<file path="src/hdl/ebc_dummy_unused.sv">
`timescale 1ns/10ps
`default_nettype none
`default_nettype wire

</file>
<file path="src/hdl/ebc_pkg.sv">
package ebc_pkg;

    localparam int unsigned EBC_REGIONS    = 4;
    localparam int unsigned EBC_ADDR_W     = 24;
    localparam int unsigned EBC_DATA_W     = 16;

    // Register byte offsets
    localparam logic [11:0] EBC_OFF_CFG0   = 12'h000;
    localparam logic [11:0] EBC_OFF_CFG1   = 12'h004;
    localparam logic [11:0] EBC_OFF_CFG2   = 12'h008;
    localparam logic [11:0] EBC_OFF_CFG3   = 12'h00C;
    localparam logic [11:0] EBC_OFF_ADDR   = 12'h010;
    localparam logic [11:0] EBC_OFF_WDATA  = 12'h014;
    localparam logic [11:0] EBC_OFF_CMD    = 12'h018;
    localparam logic [11:0] EBC_OFF_STATUS = 12'h01C;
    localparam logic [11:0] EBC_OFF_CLKCTL = 12'h020;

    // region_timing_config fields
    localparam int unsigned EBC_F_SETUP    = 0;
    localparam int unsigned EBC_F_WEXT     = 1;
    localparam int unsigned EBC_F_CMDDLY   = 3;
    localparam int unsigned EBC_F_WSET     = 5;
    localparam int unsigned EBC_F_ACCESS   = 6;
    localparam int unsigned EBC_F_HOLD     = 11;
    localparam int unsigned EBC_F_RDY_EN   = 13;
    localparam int unsigned EBC_F_RDY_POL  = 14;
    localparam int unsigned EBC_F_RDY_ASYN = 15;
    localparam int unsigned EBC_F_MUX      = 16;
    localparam int unsigned EBC_CFG_BITS   = 17;

    // Command and status fields
    localparam int unsigned EBC_C_WRITE    = 0;
    localparam int unsigned EBC_C_BYTE_HI  = 1;
    localparam int unsigned EBC_S_BUSY     = 0;
    localparam int unsigned EBC_S_RDATA    = 16;

    // Reset values
    localparam logic [31:0] EBC_CFG_RST    = 32'h0000_0000;
    localparam logic [23:0] EBC_ADDR_RST   = 24'h00_0000;
    localparam logic [15:0] EBC_DATA_RST   = 16'h0000;
    localparam logic [1:0]  EBC_WIN_RST    = 2'h0;
    localparam logic [4:0]  EBC_CNT_RST    = 5'h00;

    localparam logic [1:0]  EBC_RESP_OKAY  = 2'h0;
    localparam logic [1:0]  EBC_RESP_SLVERR = 2'h2;

    typedef enum logic [2:0] {
        EBC_IDLE   = 3'h0,
        EBC_SETUP  = 3'h1,
        EBC_CMD    = 3'h3,
        EBC_WSET   = 3'h2,
        EBC_ACCESS = 3'h6,
        EBC_HOLD   = 3'h7
    } ebc_state_t;

endpackage

</file>
<file path="src/hdl/ebc_ready_sync.sv">
`timescale 1ns/10ps
`default_nettype none
module ebc_ready_sync
    import ebc_pkg::*;
(
    input  wire logic aclk,
    input  wire logic aresetn,
    input  wire logic pin_in,
    output logic      sync_out,
    output logic      late_out
);
    logic stage1_reg;
    logic stage2_reg;
    logic stage3_reg;

    // Two stages for the pin, a third for asynchronous use
    always_ff @(posedge aclk)
    begin
        if (!aresetn)
        begin
            stage1_reg <= 1'b0;
            stage2_reg <= 1'b0;
            stage3_reg <= 1'b0;
        end
        else
        begin
            stage1_reg <= pin_in;
            stage2_reg <= stage1_reg;
            stage3_reg <= stage2_reg;
        end
    end

    assign sync_out = stage2_reg;
    assign late_out = stage3_reg;
endmodule
`default_nettype wire

</file>
<file path="src/hdl/ebc_bus_controller.sv">
// What this block does
// - Five phases: setup, command, write setup, access, hold
// - Phase lengths come from addressed region config
// - Ready input may stretch access when enabled
// - Setup 1-2 periods, plus 0-3 on window change
// - Command 0-3, turnaround 0-1, access 1-32, hold 0-3
// - Read data captured when read strobe rises
// - Address held stable from start until the cycle ends
// - Reference clock is system clock, driver enabled by clock control register
// - 24-bit address; mux or separate data lines
// - Software selects ready polarity
// - Asynchronous ready takes an extra synchroniser stage
// - Ready inactive inserts wait, active ends cycle
//
// Design decisions made here: register access over AXI4-Lite and the register offsets.
`timescale 1ns/10ps
`default_nettype none
module ebc_bus_controller
    import ebc_pkg::*;
(
    input  wire logic        aclk,
    input  wire logic        aresetn,
    input  wire logic [11:0] s_axi_awaddr,
    input  wire logic        s_axi_awvalid,
    output logic             s_axi_awready,
    input  wire logic [31:0] s_axi_wdata,
    input  wire logic [3:0]  s_axi_wstrb,
    input  wire logic        s_axi_wvalid,
    output logic             s_axi_wready,
    output logic [1:0]       s_axi_bresp,
    output logic             s_axi_bvalid,
    input  wire logic        s_axi_bready,
    input  wire logic [11:0] s_axi_araddr,
    input  wire logic        s_axi_arvalid,
    output logic             s_axi_arready,
    output logic [31:0]      s_axi_rdata,
    output logic [1:0]       s_axi_rresp,
    output logic             s_axi_rvalid,
    input  wire logic        s_axi_rready,
    output logic             bus_reference_clock,
    output logic             bus_clock_drive_en,
    output logic [23:0]      address_lines,
    output logic [15:0]      shared_addr_data_lines_o,
    output logic             shared_addr_data_lines_oe,
    input  wire logic [15:0] shared_addr_data_lines_i,
    output logic [15:0]      separate_data_lines_o,
    output logic             separate_data_lines_oe,
    input  wire logic [15:0] separate_data_lines_i,
    output logic             read_strobe_n,
    output logic             write_strobe_n,
    output logic             addr_latch_strobe,
    output logic             byte_high_enable_n,
    output logic [3:0]       chip_select_n,
    input  wire logic        ready_in
);
    logic [31:0] cfg_reg [EBC_REGIONS];
    logic [23:0] addr_reg;
    logic [15:0] wdata_reg;
    logic [15:0] rdata_reg;
    logic        clkctl_reg;
    logic [31:0] cur_cfg_reg;
    logic        cur_write_reg;
    logic        cur_byte_hi_reg;
    logic [23:0] bus_addr_reg;
    logic [15:0] bus_wdata_reg;
    logic [1:0]  prev_win_reg;
    ebc_state_t  state_reg;
    ebc_state_t  state_next;
    logic [4:0]  cnt_reg;
    logic [4:0]  cnt_next;
    logic        aw_full_reg;
    logic        w_full_reg;
    logic [11:0] awaddr_reg;
    logic [31:0] wdata_in_reg;
    logic [3:0]  wstrb_reg;
    logic        bvalid_reg;
    logic [1:0]  bresp_reg;
    logic        rvalid_reg;
    logic [31:0] rdata_out_reg;
    logic [1:0]  rresp_reg;
    logic        ready_s2;
    logic        ready_s3;
    logic        ready_act;
    logic        do_write;
    logic        start;
    logic        busy;
    logic        multiplexed_mode;
    logic [1:0]  cmd_len;
    logic [1:0]  hold_len;
    logic [4:0]  acc_m1;
    logic        wset_en;

    ebc_ready_sync u_ready_sync (
        .aclk     (aclk),
        .aresetn  (aresetn),
        .pin_in   (ready_in),
        .sync_out (ready_s2),
        .late_out (ready_s3)
    );

    assign multiplexed_mode = cur_cfg_reg[EBC_F_MUX];
    assign cmd_len  = cur_cfg_reg[EBC_F_CMDDLY +: 2];
    assign hold_len = cur_cfg_reg[EBC_F_HOLD +: 2];
    assign acc_m1   = cur_cfg_reg[EBC_F_ACCESS +: 5];
    assign wset_en  = cur_cfg_reg[EBC_F_WSET];
    assign busy     = (state_reg != EBC_IDLE);
    // Extra stage when asynchronous; polarity from software
    assign ready_act = (cur_cfg_reg[EBC_F_RDY_ASYN] ? ready_s3 : ready_s2)
                       == cur_cfg_reg[EBC_F_RDY_POL];

    // AXI4-Lite write channels
    assign s_axi_awready = !aw_full_reg && !bvalid_reg;
    assign s_axi_wready  = !w_full_reg && !bvalid_reg;
    assign s_axi_bvalid  = bvalid_reg;
    assign s_axi_bresp   = bresp_reg;
    assign do_write      = aw_full_reg && w_full_reg && !bvalid_reg;
    assign start         = do_write && (awaddr_reg == EBC_OFF_CMD) && !busy
                           && wstrb_reg[0];

    always_ff @(posedge aclk)
    begin
        if (!aresetn)
        begin
            aw_full_reg  <= 1'b0;
            w_full_reg   <= 1'b0;
            awaddr_reg   <= 12'h000;
            wdata_in_reg <= 32'h0000_0000;
            wstrb_reg    <= 4'h0;
            bvalid_reg   <= 1'b0;
            bresp_reg    <= EBC_RESP_OKAY;
        end
        else
        begin
            if (s_axi_awvalid && s_axi_awready)
            begin
                aw_full_reg <= 1'b1;
                awaddr_reg  <= {s_axi_awaddr[11:2], 2'b00};
            end
            if (s_axi_wvalid && s_axi_wready)
            begin
                w_full_reg   <= 1'b1;
                wdata_in_reg <= s_axi_wdata;
                wstrb_reg    <= s_axi_wstrb;
            end
            if (do_write)
            begin
                aw_full_reg <= 1'b0;
                w_full_reg  <= 1'b0;
                bvalid_reg  <= 1'b1;
                bresp_reg   <= (awaddr_reg > EBC_OFF_CLKCTL) ? EBC_RESP_SLVERR
                                                             : EBC_RESP_OKAY;
            end
            else if (bvalid_reg && s_axi_bready)
            begin
                bvalid_reg <= 1'b0;
            end
        end
    end

    // Register file with byte strobes
    always_ff @(posedge aclk)
    begin
        if (!aresetn)
        begin
            for (int i = 0; i < EBC_REGIONS; i++)
            begin
                cfg_reg[i] <= EBC_CFG_RST;
            end
            addr_reg   <= EBC_ADDR_RST;
            wdata_reg  <= EBC_DATA_RST;
            clkctl_reg <= 1'b0;
        end
        else if (do_write)
        begin
            for (int b = 0; b < 4; b++)
            begin
                if (wstrb_reg[b] && awaddr_reg[11:4] == 8'h00)
                begin
                    cfg_reg[awaddr_reg[3:2]][b*8 +: 8] <= wdata_in_reg[b*8 +: 8];
                end
                if (wstrb_reg[b] && b < 3 && awaddr_reg == EBC_OFF_ADDR)
                begin
                    addr_reg[b*8 +: 8] <= wdata_in_reg[b*8 +: 8];
                end
                if (wstrb_reg[b] && b < 2 && awaddr_reg == EBC_OFF_WDATA)
                begin
                    wdata_reg[b*8 +: 8] <= wdata_in_reg[b*8 +: 8];
                end
            end
            if (wstrb_reg[0] && awaddr_reg == EBC_OFF_CLKCTL)
            begin
                clkctl_reg <= wdata_in_reg[0];
            end
        end
    end

    // AXI4-Lite read channels
    assign s_axi_arready = !rvalid_reg;
    assign s_axi_rvalid  = rvalid_reg;
    assign s_axi_rdata   = rdata_out_reg;
    assign s_axi_rresp   = rresp_reg;

    always_ff @(posedge aclk)
    begin
        if (!aresetn)
        begin
            rvalid_reg    <= 1'b0;
            rdata_out_reg <= 32'h0000_0000;
            rresp_reg     <= EBC_RESP_OKAY;
        end
        else if (s_axi_arvalid && s_axi_arready)
        begin
            rvalid_reg    <= 1'b1;
            rresp_reg     <= EBC_RESP_OKAY;
            rdata_out_reg <= 32'h0000_0000;
            case ({s_axi_araddr[11:2], 2'b00})
                EBC_OFF_CFG0, EBC_OFF_CFG1, EBC_OFF_CFG2, EBC_OFF_CFG3:
                    rdata_out_reg <= {15'h0000,
                                      cfg_reg[s_axi_araddr[3:2]][EBC_CFG_BITS-1:0]};
                EBC_OFF_ADDR:   rdata_out_reg <= {8'h00, addr_reg};
                EBC_OFF_WDATA:  rdata_out_reg <= {16'h0000, wdata_reg};
                EBC_OFF_CMD:    rdata_out_reg <= 32'h0000_0000;
                EBC_OFF_STATUS: rdata_out_reg <= {rdata_reg, 15'h0000, busy};
                EBC_OFF_CLKCTL: rdata_out_reg <= {31'h0000_0000, clkctl_reg};
                default:        rresp_reg     <= EBC_RESP_SLVERR;
            endcase
        end
        else if (rvalid_reg && s_axi_rready)
        begin
            rvalid_reg <= 1'b0;
        end
    end

    // Phase sequencer
    always_comb
    begin
        state_next = state_reg;
        cnt_next   = cnt_reg;
        case (state_reg)
            EBC_IDLE:
            begin
                if (start)
                begin
                    state_next = EBC_SETUP;
                    cnt_next   = {4'h0, cfg_reg[addr_reg[23:22]][EBC_F_SETUP]}
                                 + ((addr_reg[23:22] != prev_win_reg)
                                   ? {3'h0, cfg_reg[addr_reg[23:22]][EBC_F_WEXT +: 2]}
                                   : 5'h00);
                end
            end
            EBC_SETUP, EBC_CMD, EBC_WSET:
            begin
                if (cnt_reg != 5'h00)
                begin
                    cnt_next = cnt_reg - 5'h01;
                end
                else if (state_reg == EBC_SETUP && cmd_len != 2'h0)
                begin
                    state_next = EBC_CMD;
                    cnt_next   = {3'h0, cmd_len - 2'h1};
                end
                else if (state_reg != EBC_WSET && wset_en)
                begin
                    state_next = EBC_WSET;
                    cnt_next   = EBC_CNT_RST;
                end
                else
                begin
                    state_next = EBC_ACCESS;
                    cnt_next   = acc_m1;
                end
            end
            EBC_ACCESS:
            begin
                if (cnt_reg != 5'h00)
                begin
                    cnt_next = cnt_reg - 5'h01;
                end
                else if (cur_cfg_reg[EBC_F_RDY_EN] && !ready_act)
                begin
                    state_next = EBC_ACCESS;
                end
                else if (hold_len != 2'h0)
                begin
                    state_next = EBC_HOLD;
                    cnt_next   = {3'h0, hold_len - 2'h1};
                end
                else
                begin
                    state_next = EBC_IDLE;
                end
            end
            EBC_HOLD:
            begin
                if (cnt_reg != 5'h00)
                begin
                    cnt_next = cnt_reg - 5'h01;
                end
                else
                begin
                    state_next = EBC_IDLE;
                end
            end
            default:
            begin
                state_next = EBC_IDLE;
                cnt_next   = EBC_CNT_RST;
            end
        endcase
    end

    always_ff @(posedge aclk)
    begin
        if (!aresetn)
        begin
            state_reg <= EBC_IDLE;
            cnt_reg   <= EBC_CNT_RST;
        end
        else
        begin
            state_reg <= state_next;
            cnt_reg   <= cnt_next;
        end
    end

    // Access context latched at start
    always_ff @(posedge aclk)
    begin
        if (!aresetn)
        begin
            cur_cfg_reg   <= EBC_CFG_RST;
            cur_write_reg <= 1'b0;
            cur_byte_hi_reg <= 1'b0;
            bus_addr_reg  <= EBC_ADDR_RST;
            bus_wdata_reg <= EBC_DATA_RST;
            prev_win_reg  <= EBC_WIN_RST;
        end
        else if (start)
        begin
            cur_cfg_reg   <= cfg_reg[addr_reg[23:22]];
            cur_write_reg <= wdata_in_reg[EBC_C_WRITE];
            cur_byte_hi_reg <= wdata_in_reg[EBC_C_BYTE_HI];
            bus_addr_reg  <= addr_reg;
            bus_wdata_reg <= wdata_reg;
            prev_win_reg  <= addr_reg[23:22];
        end
    end

    // Read data taken on the edge that raises the read strobe
    always_ff @(posedge aclk)
    begin
        if (!aresetn)
        begin
            rdata_reg <= EBC_DATA_RST;
        end
        else if (state_reg == EBC_ACCESS && state_next != EBC_ACCESS && !cur_write_reg)
        begin
            rdata_reg <= multiplexed_mode ? shared_addr_data_lines_i
                                  : separate_data_lines_i;
        end
    end

    // Pin drive
    assign bus_reference_clock = aclk;
    assign bus_clock_drive_en  = clkctl_reg;
    assign address_lines       = bus_addr_reg;
    assign read_strobe_n       = !(state_reg == EBC_ACCESS && !cur_write_reg);
    assign write_strobe_n      = !(state_reg == EBC_ACCESS && cur_write_reg);
    assign addr_latch_strobe   = (state_reg == EBC_SETUP) && multiplexed_mode;
    assign byte_high_enable_n  = !(busy && cur_byte_hi_reg);
    assign shared_addr_data_lines_o = (state_reg == EBC_SETUP || state_reg == EBC_CMD)
                                      ? bus_addr_reg[15:0] : bus_wdata_reg;
    assign shared_addr_data_lines_oe = multiplexed_mode && busy
                                       && (state_reg == EBC_SETUP || state_reg == EBC_CMD
                                           || cur_write_reg);
    assign separate_data_lines_o  = bus_wdata_reg;
    assign separate_data_lines_oe = !multiplexed_mode && cur_write_reg
                                    && (state_reg == EBC_WSET || state_reg == EBC_ACCESS
                                        || state_reg == EBC_HOLD);

    for (genvar g = 0; g < EBC_REGIONS; g++)
    begin : g_cs
        assign chip_select_n[g] = !(busy && bus_addr_reg[23:22] == g);
    end

    // Checks
    logic [4:0] age_reg;

    always_ff @(posedge aclk)
    begin
        if (!aresetn || state_next != state_reg)
        begin
            age_reg <= 5'h00;
        end
        else if (age_reg != 5'h1F)
        begin
            age_reg <= age_reg + 5'h01;
        end
    end
endmodule
`default_nettype wire

</file>
<file path="config.mk">
export PLATFORM = sky130hd
export DESIGN_NAME = ebc_bus_controller
export DESIGN_NICKNAME = d
export VERILOG_FILES = /design/src/hdl/ebc_dummy_unused.sv /design/src/hdl/ebc_pkg.sv /design/src/hdl/ebc_ready_sync.sv /design/src/hdl/ebc_bus_controller.sv
export SDC_FILE = /design/constraint.sdc
export NUM_CORES = 1
export LEC_CHECK = 0
export ABC_CLOCK_PERIOD_IN_PS = 7100
export BUFFER_PORTS_ARGS = -buffer_cell sky130_fd_sc_hd__buf_2
export CAP_MARGIN = 30
export CORE_MARGIN = 4
export CORE_UTILIZATION = 35
export DETAILED_ROUTE_END_ITERATION = 16
export PLACE_DENSITY_LB_ADDON = 0.25
export SLEW_MARGIN = 20
export SYNTH_ARGS = -nofsm -noshare
export SYNTH_HDL_FRONTEND = slang
export SYNTH_SLANG_ARGS = --single-unit
</file>
<file path="constraint.sdc">
create_clock -name aclk -period 7.1 [get_ports aclk]
set_input_delay 1.42 -clock aclk [delete_from_list [all_inputs] [get_ports aclk]]
set_output_delay 1.42 -clock aclk [all_outputs]
set_load 0.005 [all_outputs]
</file>
==> flow_metrics.py, run 1 <==
metrics = {
    "status": {
        "status": "finished clean",
    },
    "pwr": {
        "switching_share_pct": 22.5,
        "peakVddDrop_mv": 0.167,
        "internal-power_w": 0.00271,
        "powerDensity_nw_per_um2": 242,
        "power.switching_w": 0.000790,
        "leakage_nw": 5.72,
        "p_comb_share_pct": 5.7,
        "p_seq_share_pct": 47.1,
        "clkPwrFrac_pct": 47.2,
    },
    "placed_design": {
        "io_buffers": 194,
        "gp_congestion": 0.820,
        "place_ws_ns": 2.03,
        "dp_hpwl_mm": 24.3,
    },
    "route": {
        "viasPerCell": 5.18,
        "vias": 9620,
        "route.detailed.drc": 0,
        "top_layer": "met4",
        "met2WireLength_mm": 16.7,
        "ant_nets": 0,
        "dr.pass1.iters": 5,
        "totalWireLength_mm": 35.4,
        "wl_met1_mm": 16.0,
        "drt_iter0_markers": 640,
        "wl_per_cell_um": 19.0,
        "wl_met3_mm": 2.02,
    },
    "die": {
        "initial_core_util_pct": 35.8,
        "fp-row-count": 67,
        "die_h_um": 194,
        "fp.dieW_um": 194,
        "coreArea_um2": 33900,
        "fp.dieArea_um2": 37700,
        "io_pins": 209,
    },
    "timing": {
        "skew_ns": 0.0102,
        "tns_ns": 0,
        "setup_ws_ns": 1.77,
        "worst_pin_slew_ns": 1.01,
        "finalMaxSlewViolations": 0,
        "hold_viol_final": 0,
        "setup_viol": 0,
        "slew_headroom_pct": 32.7,
        "rsz0062_at_grt": "false",
    },
    "synthesis": {
        "synth_area_um2": 12100,
        "synth.distinct_cells": 70,
        "synth_adder_area_share_pct": 0.619,
        "async_flop_share_pct": 0,
        "synth_top_family_by_area": "simple AND/OR/NAND/NOR gates",
        "synth.avg_cell_area_um2": 9.91,
        "syn_inst": 1224,
        "yosys.area_share.simple_pct": 20.0,
        "ys_ff_latch": 270,
        "synth_compound_area_share_pct": 13.0,
        "synthXorXnorAreaFrac_pct": 0.217,
        "ys.flop_type": "dfxtp_1",
        "ys_warn_count": 0,
        "synthMuxAreaShare_pct": 12.0,
        "synth_edf_count": 68,
        "synth-seq-area-share_pct": 50.2,
    },
    "min_path": {
        "hold_class": "reg2reg",
        "min_path_cells": 1,
    },
    "worst_setup_path": {
        "r2r_cells": 6,
        "worstSetupPathType": "clk2out",
        "start_kind": "clock port",
        "crit_arrival_ns": 3.91,
        "cp.required_ns": 5.68,
        "worst_setup_path_end_kind": "output pin",
        "crit_path_max_fanout": 2,
    },
    "global_routing": {
        "grt_first_pass_wirelength_mm": 55.4,
        "grt_pass1_vias": 9300,
        "grtUsageTotal_pct": 18.2,
        "grt_max_degree": 99,
        "grt_overflow": 0,
        "grt_antenna_before_repair": 0,
    },
    "flow_run": {
        "drv_cap": 0,
    },
    "final_layout": {
        "largest_reg_flops": 68,
        "syn_to_final_growth_pct": 19.4,
        "final_common_cell": "nand2_1",
        "drive_above_1_share_pct": 26.7,
        "final_cell_mix": "nand2_1 (243), dfxtp_1 (202), buf_2 (195), a21oi_1 (114)",
        "insertedDiodeCount": 0,
        "utilization_pct": 42.8,
        "nNetsFinal": 1491,
    },
    "clocking": {
        "insertion_delay_ns": 0.66,
        "holdBufCountCts": 0,
        "post_cts_resized": 0,
        "clk_pin_slew_ns": 0.06,
        "cts_setup_buffers": 0,
        "cts_tree": "done",
    },
}
[critical path, cell delays in order]
cell and delay, ns:
clkbuf_16 0.12, clkbuf_16 0.13, buf_2 0.12
[per-stage QoR]
step / hold slack (ns) / instance area (um2) / power [W] / cells
final: 0.441 / 14500 / 0.00350 / 1857
after global routing: 0.457 / 14500 / 0.00364 / 1857
after CTS: 0.447 / 14500 / 0.00354 / 1854
after detailed placement: 0.426 / 13400 / 0.00189 / 1795
after global placement: 0.423 / 13400 / 0.00189 / 1793
after floorplan: 0.412 / 12100 / 0.00180 / 1225
[logic make-up (layout without fill, tap and decap cells)]
group                      after synthesis  in the layout
and+or+nand+nor                        499            499
DFF                                    270            270
AOI/OAI and AO/OA                      244            244
muxes                                  101            101
buffers and inverters                  100            284
adders and majority gates                6              6
xor gates and xnor gates                 3              3
other                                    1              2
[synth_stat cells (2+ instances only)]
cell type  instances  area [um2]
nand2_1          243         912
dfxtp_1          202        4040
a21oi_1          114         571
and2_1            74         463
nor2_1            74         278
edfxtp_1          68        2040
clkbuf_1          52         195
mux2i_1           51         510
mux4_2            34         766
o21ai_0           31         155
a21oi_2           25         219
a211oi_1          23         173
buf_2             22         110
nand2_2           20         125
a221oi_1          18         158
mux2_2            16         180
nand3_1           14        70.1
inv_1             12        45.0
and3_1            10        62.6
nand2b_1           9        56.3
nor3_1             9        45.0
a221o_1            7        70.1
nor2b_1            7        43.8
ha_1               6        75.1
nand4_1            6        37.5
buf_4              5        37.5
nand3b_1           4        30.0
nand4_2            4        50.1
a22oi_1            3        22.5
and4_1             3        26.3
nor3_2             3        30.0
o21a_1             3        22.5
or3_1              3        18.8
xor2_1             3        26.3
a31oi_1            2        12.5
and3b_1            2        17.5
and4b_1            2        20.0
buf_1              2        7.51
buf_12             2        40.0
buf_6              2        22.5
nor4_2             2        25.0
o22ai_1            2        12.5
o31ai_1            2        15.0
o32a_1             2        20.0
[path summary, 6_finish.rpt]
kind	from	endpoint	slack, ns
hold / removal	u_ready_sync.stage1_reg	u_ready_sync.sync_out	0.44
hold reg to reg	u_ready_sync.stage1_reg	u_ready_sync.sync_out	0.44
setup reg to reg	awaddr_reg[11]	cur_cfg_reg[15]	4.08
setup / recovery	aclk	bus_reference_clock	1.77
[final cells by class]
| class | instances | area [um2] |
|---|---|---|
| tap | 448 | 561 |
| sequential | 270 | 6090 |
| fill | 3325 | 19400 |
| clock buffer | 52 | 993 |
| multi-input combinational | 855 | 5590 |
| timing repair buffer | 211 | 1110 |
| clock inverter | 8 | 95.1 |
| inverter | 13 | 53.8 |
[power groups by stage]
stage	clock network, W	logic, W	registers, W
2_1_floorplan	0.00000913	0.000123	0.00167
3_3_place_gp	0.00000612	0.000198	0.00168
3_5_place_dp	0.00000612	0.000200	0.00168
4_1_cts	0.00169	0.000201	0.00165
5_1_grt	0.00176	0.000222	0.00166
6_report	0.00165	0.000200	0.00165
[routing by layer]
| metal | track usage, % | vias to the layer above |
|---|---|---|
| li1 | - | 4661 |
| met1 | 25.5 | 4631 |
| met2 | 30.1 | 288 |
| met3 | 2.90 | 40 |
| met4 | 3.91 | 0 |
| met5 | 0 | - |
Power figures use the tool's default switching activity.
==> run 2: changes to the inputs <==
--- a/config.mk
+++ b/config.mk
@@ -5,7 +5,7 @@
 export SDC_FILE = /design/constraint.sdc
 export NUM_CORES = 1
 export LEC_CHECK = 0
-export ABC_CLOCK_PERIOD_IN_PS = 7100
+export ABC_CLOCK_PERIOD_IN_PS = 5400
 export BUFFER_PORTS_ARGS = -buffer_cell sky130_fd_sc_hd__buf_2
 export CAP_MARGIN = 30
 export CORE_MARGIN = 4
==> constraint.sdc (replaced) <==
create_clock -name aclk -period 5.4 [get_ports aclk]
set_input_delay 1.08 -clock aclk [delete_from_list [all_inputs] [get_ports aclk]]
set_output_delay 1.08 -clock aclk [all_outputs]
set_load 0.005 [all_outputs]
==> run 2 against run 1 <==
  * Sequential share of layout area is 0.14 points lower
  * Final cell count is essentially flat
  * Global-route usage about the same
  * Sequential cell count stayed put
  * Critical path depth stayed put
  * Critical path type unchanged
  * Largest cell class unchanged
==> flow_metrics.py, run 2 (same netlist as run 1, synthesis figures left out) <==
metrics = {
    "flow_run": {
        "drv_cap": 0,
    },
    "timing": {
        "finalMaxSlewViolations": 0,
        "hold_slack_ns": 0.436,
        "tns_ns": 0,
        "worst_pin_slew_ns": 1.01,
        "slew_headroom_pct": 32.4,
        "skew_ns": 0.00763,
        "rsz0062_at_grt": "false",
        "setup_viol": 0,
        "hold_viol_final": 0,
    },
    "route": {
        "dr.pass1.iters": 5,
        "drt_iter0_markers": 673,
        "route.detailed.drc": 0,
        "totalWireLength_mm": 35.6,
        "wl_per_cell_um": 19.2,
        "vias": 9610,
        "ant_nets": 0,
        "viasPerCell": 5.17,
    },
    "die": {
        "initial_core_util_pct": 35.8,
        "coreArea_um2": 33900,
        "fp.dieW_um": 194,
        "fp.dieArea_um2": 37700,
        "fp-row-count": 67,
        "die_h_um": 194,
        "io_pins": 209,
    },
    "worst_setup_path": {
        "cpPeakStageDelay_ns": 0.13,
        "cp_slowest_cell": "clkbuf_16",
        "crit_path_max_fanout": 2,
        "crit_arrival_ns": 3.06,
        "r2r_cells": 7,
        "cp_cell_sequence": "clkbuf_16 -> clkbuf_16 -> buf_2",
        "worstSetupPathType": "clk2out",
        "cp.required_ns": 4.32,
        "worst_setup_path_end_kind": "output pin",
        "critPathMostFrequentCell": "clkbuf_16",
        "start_kind": "clock port",
    },
    "pwr": {
        "p_comb_share_pct": 5.7,
        "leakage_nw": 5.74,
        "p_total_w": 0.00465,
        "powerDensity_nw_per_um2": 320,
        "p_seq_share_pct": 46.7,
        "internal-power_w": 0.00360,
        "clkPwrFrac_pct": 47.6,
        "power.switching_w": 0.00105,
        "switching_share_pct": 22.6,
        "peakVddDrop_mv": 0.232,
    },
    "global_routing": {
        "grtUsageMet2_pct": 30.2,
        "grt_pass1_vias": 9506,
        "grt_first_pass_wirelength_mm": 55.5,
        "use_met1_pct": 25.4,
        "grt_overflow": 0,
        "grtUsageTotal_pct": 18.2,
        "use_met3_pct": 2.73,
        "grt_max_degree": 65,
        "busiest_layer": "met2",
        "grt_antenna_before_repair": 0,
    },
    "placed_design": {
        "io_buffers": 194,
        "gp_congestion": 0.801,
        "dp_hpwl_mm": 24.8,
    },
    "final_layout": {
        "largest_reg_flops": 68,
        "multiInputGateArea_um2": 5590,
        "seqCellArea_um2": 6090,
        "final_cell_mix": "nand2_1 (243), dfxtp_1 (202), buf_2 (194), a21oi_1 (114)",
        "nNetsFinal": 1493,
        "fillCellCount": 3366,
        "syn_to_final_growth_pct": 19.8,
        "final_common_cell": "nand2_1",
        "drive_above_1_share_pct": 27.0,
        "insertedDiodeCount": 0,
    },
    "clocking": {
        "insertion_delay_ns": 0.66,
        "cts_setup_buffers": 0,
        "cts_tree": "done",
        "clk_pin_slew_ns": 0.06,
        "holdBufCountCts": 0,
        "post_cts_resized": 0,
    },
    "min_path": {
        "min_path_cells": 1,
        "hold_class": "reg2reg",
    },
    "status": {
        "status": "finished clean",
    },
}
-- run 2: final cells by class --
cell class / instances / share of cell area [%]
Multi-Input combinational cell: 855 / 38.4
Inverter: 13 / 0.370
Sequential cell: 270 / 41.9
Timing Repair Buffer: 213 / 7.79
Clock inverter: 15 / 1.07
Clock buffer: 44 / 6.60
Tap cell: 448 / 3.86
-- run 2: worst max-delay path: cells and delay by family --
kind | cells | cell delay, ns
buf+inv | 3 | 0.37
-- run 2: path summary, 6_finish.rpt --
check             slack (ns)                     from                     to
setup / recovery        1.26                     aclk    bus_reference_clock
hold / removal          0.44  u_ready_sync.stage1_reg  u_ready_sync.sync_out
setup reg to reg        2.63                 register             cnt_reg[2]
hold reg to reg         0.44  u_ready_sync.stage1_reg  u_ready_sync.sync_out
-- run 2: power groups by stage --
stage                      Clock (W)  Combinational (W)  Sequential (W)
after floorplan            0.0000120           0.000162         0.00219
after global placement    0.00000804           0.000262         0.00221
after detailed placement  0.00000804           0.000265         0.00222
after CTS                    0.00226           0.000266         0.00217
after global routing         0.00234           0.000291         0.00218
final                        0.00221           0.000264         0.00217
-- run 2: stage by stage --
step | cell area [um2] | util [%] | cells | setup WS (ns)
floorplan | 12100 | - | 1225 | 1.51
global placement | 13400 | 39.5 | 1795 | 1.52
detailed placement | 13400 | 39.6 | 1797 | 1.52
CTS | 14500 | 42.8 | 1855 | 1.25
global route | 14500 | 42.9 | 1858 | 1.25
finish | 14500 | 42.9 | 1858 | 1.26
-- run 2: metal layers --
| layer | wire length (um) | vias up | share of wire, % |
|---|---|---|---|
| li1 | - | 4658 | - |
| met1 | 16300 | 4643 | 46 |
| met2 | 16800 | 261 | 47 |
| met3 | 1860 | 48 | 5.2 |
| met4 | 694 | 0 | 1.9 |
| met5 | 0 | - | 0 |
==> run 3: changes to the inputs <==
--- a/config.mk
+++ b/config.mk
@@ -5,7 +5,7 @@
 export SDC_FILE = /design/constraint.sdc
 export NUM_CORES = 1
 export LEC_CHECK = 0
-export ABC_CLOCK_PERIOD_IN_PS = 5400
+export ABC_CLOCK_PERIOD_IN_PS = 3760
 export BUFFER_PORTS_ARGS = -buffer_cell sky130_fd_sc_hd__buf_2
 export CAP_MARGIN = 30
 export CORE_MARGIN = 4
==> constraint.sdc (replaced) <==
create_clock -name aclk -period 3.76 [get_ports aclk]
set_input_delay 0.752 -clock aclk [delete_from_list [all_inputs] [get_ports aclk]]
set_output_delay 0.752 -clock aclk [all_outputs]
set_load 0.005 [all_outputs]
==> run 3 against run 2 <==
  * Final cell count rose by 0.48%
  * Total power rose by 42%
  * Combinational power rose by 44%
  * Clock-buffer cell count rose by 4
  * Sequential power rose by 44%
  * Hold slack got worse by 0.15 ns
  * Setup slack got worse by 0.72 ns
  * Sequential share of layout area fell by 0.11 points
  * Via count rose by 0.86%
  * Critical endpoint is now shared_addr_data_lines_o[8]
  * Largest cell class unchanged
  * Largest power group is now registers
==> flow_metrics.py, run 3 (same netlist as run 1, synthesis figures left out) <==
metrics = {
    "pwr": {
        "powerDensity_nw_per_um2": 453,
        "peakVddDrop_mv": 0.320,
        "clkPwrFrac_pct": 47.0,
        "power.switching_w": 0.00150,
        "switching_share_pct": 22.6,
        "leakage_nw": 5.78,
        "p_comb_share_pct": 5.8,
        "p_seq_share_pct": 47.2,
        "internal-power_w": 0.00511,
    },
    "die": {
        "fp-row-count": 67,
        "coreArea_um2": 33900,
        "fp.dieW_um": 194,
        "die_h_um": 194,
        "io_pins": 209,
        "fp.dieArea_um2": 37700,
        "initial_core_util_pct": 35.8,
    },
    "route": {
        "wl_per_cell_um": 19.2,
        "vias": 9693,
        "dr.pass1.iters": 5,
        "totalWireLength_mm": 35.8,
        "route.detailed.drc": 0,
        "ant_nets": 0,
        "drt_iter0_markers": 568,
        "viasPerCell": 5.19,
    },
    "final_layout": {
        "insertedDiodeCount": 0,
        "nNetsFinal": 1502,
        "syn_to_final_growth_pct": 20.1,
        "largest_reg_flops": 68,
        "final_cell_mix": "nand2_1 (242), dfxtp_1 (202), buf_2 (194), a21oi_1 (114)",
        "final_common_cell": "nand2_1",
        "multiInputGateArea_um2": 5580,
        "drive_above_1_share_pct": 27.4,
        "fillCellCount": 3338,
        "final_area_um2": 14600,
        "seqCellArea_um2": 6090,
    },
    "clocking": {
        "cts_setup_buffers": 0,
        "cts_tree": "done",
        "clk_pin_slew_ns": 0.06,
        "post_cts_resized": 0,
        "holdBufCountCts": 0,
        "insertion_delay_ns": 0.65,
    },
    "global_routing": {
        "grt_max_degree": 77,
        "grt_antenna_before_repair": 0,
        "grt_first_pass_wirelength_mm": 56.1,
        "grtUsageTotal_pct": 18.4,
        "grt_overflow": 0,
        "grt_pass1_vias": 9619,
    },
    "timing": {
        "slew_headroom_pct": 43.2,
        "hold_viol_final": 0,
        "hold_slack_ns": 0.287,
        "tns_ns": 0,
        "setup_viol": 0,
        "fmax_ghz": 0.311,
        "rsz0062_at_grt": "false",
        "skew_ns": 0.0166,
        "worst_pin_slew_ns": 0.846,
        "finalMaxSlewViolations": 0,
        "period_share_pct": 85.6,
        "final.min_clock_period_ns": 3.22,
    },
    "worst_setup_path": {
        "r2r_setup_slack_ns": 1.21,
        "r2r_cells": 7,
        "worstSetupPathType": "reg2out",
        "worst_setup_path_end_kind": "output pin",
        "rr_endpoint": "separate_data_lines_o[2]",
        "r2r_start": "awaddr_reg[11]",
        "crit_arrival_ns": 2.47,
        "cp_cell_sequence": "nand2b_1 -> buf_4 -> mux2_2 -> buf_2",
        "start_kind": "register",
        "cp_slowest_cell": "dfxtp_1",
        "startpoint": "state_reg[2]",
        "critPathBufInv": 2,
        "crit_path_max_fanout": 20,
        "crit_family": "flip-flops",
        "cp.required_ns": 3.01,
        "cpPeakStageDelay_ns": 0.67,
    },
    "placed_design": {
        "dpl_cell_area_um2": 13500,
        "dp_hpwl_mm": 25.1,
        "io_buffers": 194,
        "gp_congestion": 0.836,
    },
    "min_path": {
        "min_path_cells": 2,
        "min_to": "s_axi_rvalid",
        "hold_start": "s_axi_rready",
        "hold_class": "in2reg",
    },
    "flow_run": {
        "drv_cap": 0,
    },
    "status": {
        "status": "finished clean",
    },
}
## run 3: changes by cell type in the layout (fill, tap and decap cells not counted), sizes merged
cell      before  now
clkinv         9    7
clkbuf        44   47
buf          213  223
bufinv         3    2
clkinvlp       2    1
## run 3: layout make-up
type	count	share of cell area, %
inverter	13	0.369
timing repair buffer	222	8.26
multi-input combinational	855	38.3
sequential	270	41.8
tap	448	3.85
clock buffer	48	6.64
clock inverter	11	0.816
## run 3: power groups by stage
stage          Clock (W)  Sequential [W]  Combinational (W)
5_1_grt          0.00330         0.00313           0.000420
3_5_place_dp   0.0000116         0.00318           0.000383
4_1_cts          0.00317         0.00312           0.000385
3_3_place_gp   0.0000116         0.00318           0.000378
2_1_floorplan  0.0000172         0.00315           0.000232
6_report         0.00310         0.00312           0.000380
## run 3: worst max path at each step
stage | endpoint | slack [ns] | cells past startpoint
floorplan | bus_reference_clock | 1.02 | 1
global placement | s_axi_rdata[20] | 0.98 | 6
detailed placement | s_axi_rdata[19] | 0.93 | 6
CTS | shared_addr_data_lines_o[8] | 0.52 | 4
global route | shared_addr_data_lines_o[8] | 0.45 | 4
finish | shared_addr_data_lines_o[8] | 0.54 | 4
## run 3: layer usage
| metal | routed length [um] | up-vias | track usage, % |
|---|---|---|---|
| met5 | 0 | - | 0 |
| met2 | 17100 | 275 | 30.7 |
| met4 | 688 | 0 | 3.85 |
| met1 | 16100 | 4693 | 25.4 |
| li1 | - | 4675 | - |
| met3 | 1930 | 50 | 2.76 |
## run 3: metrics by stage
stage	utilization (%)	setup slack, ns	total power (W)	cells
finish	43.0	0.540	0.00660	1867
global route	43.0	0.445	0.00685	1867
floorplan	-	1.02	0.00340	1225
CTS	43.0	0.520	0.00667	1867
detailed placement	39.8	0.933	0.00358	1809
global placement	39.8	0.979	0.00357	1808
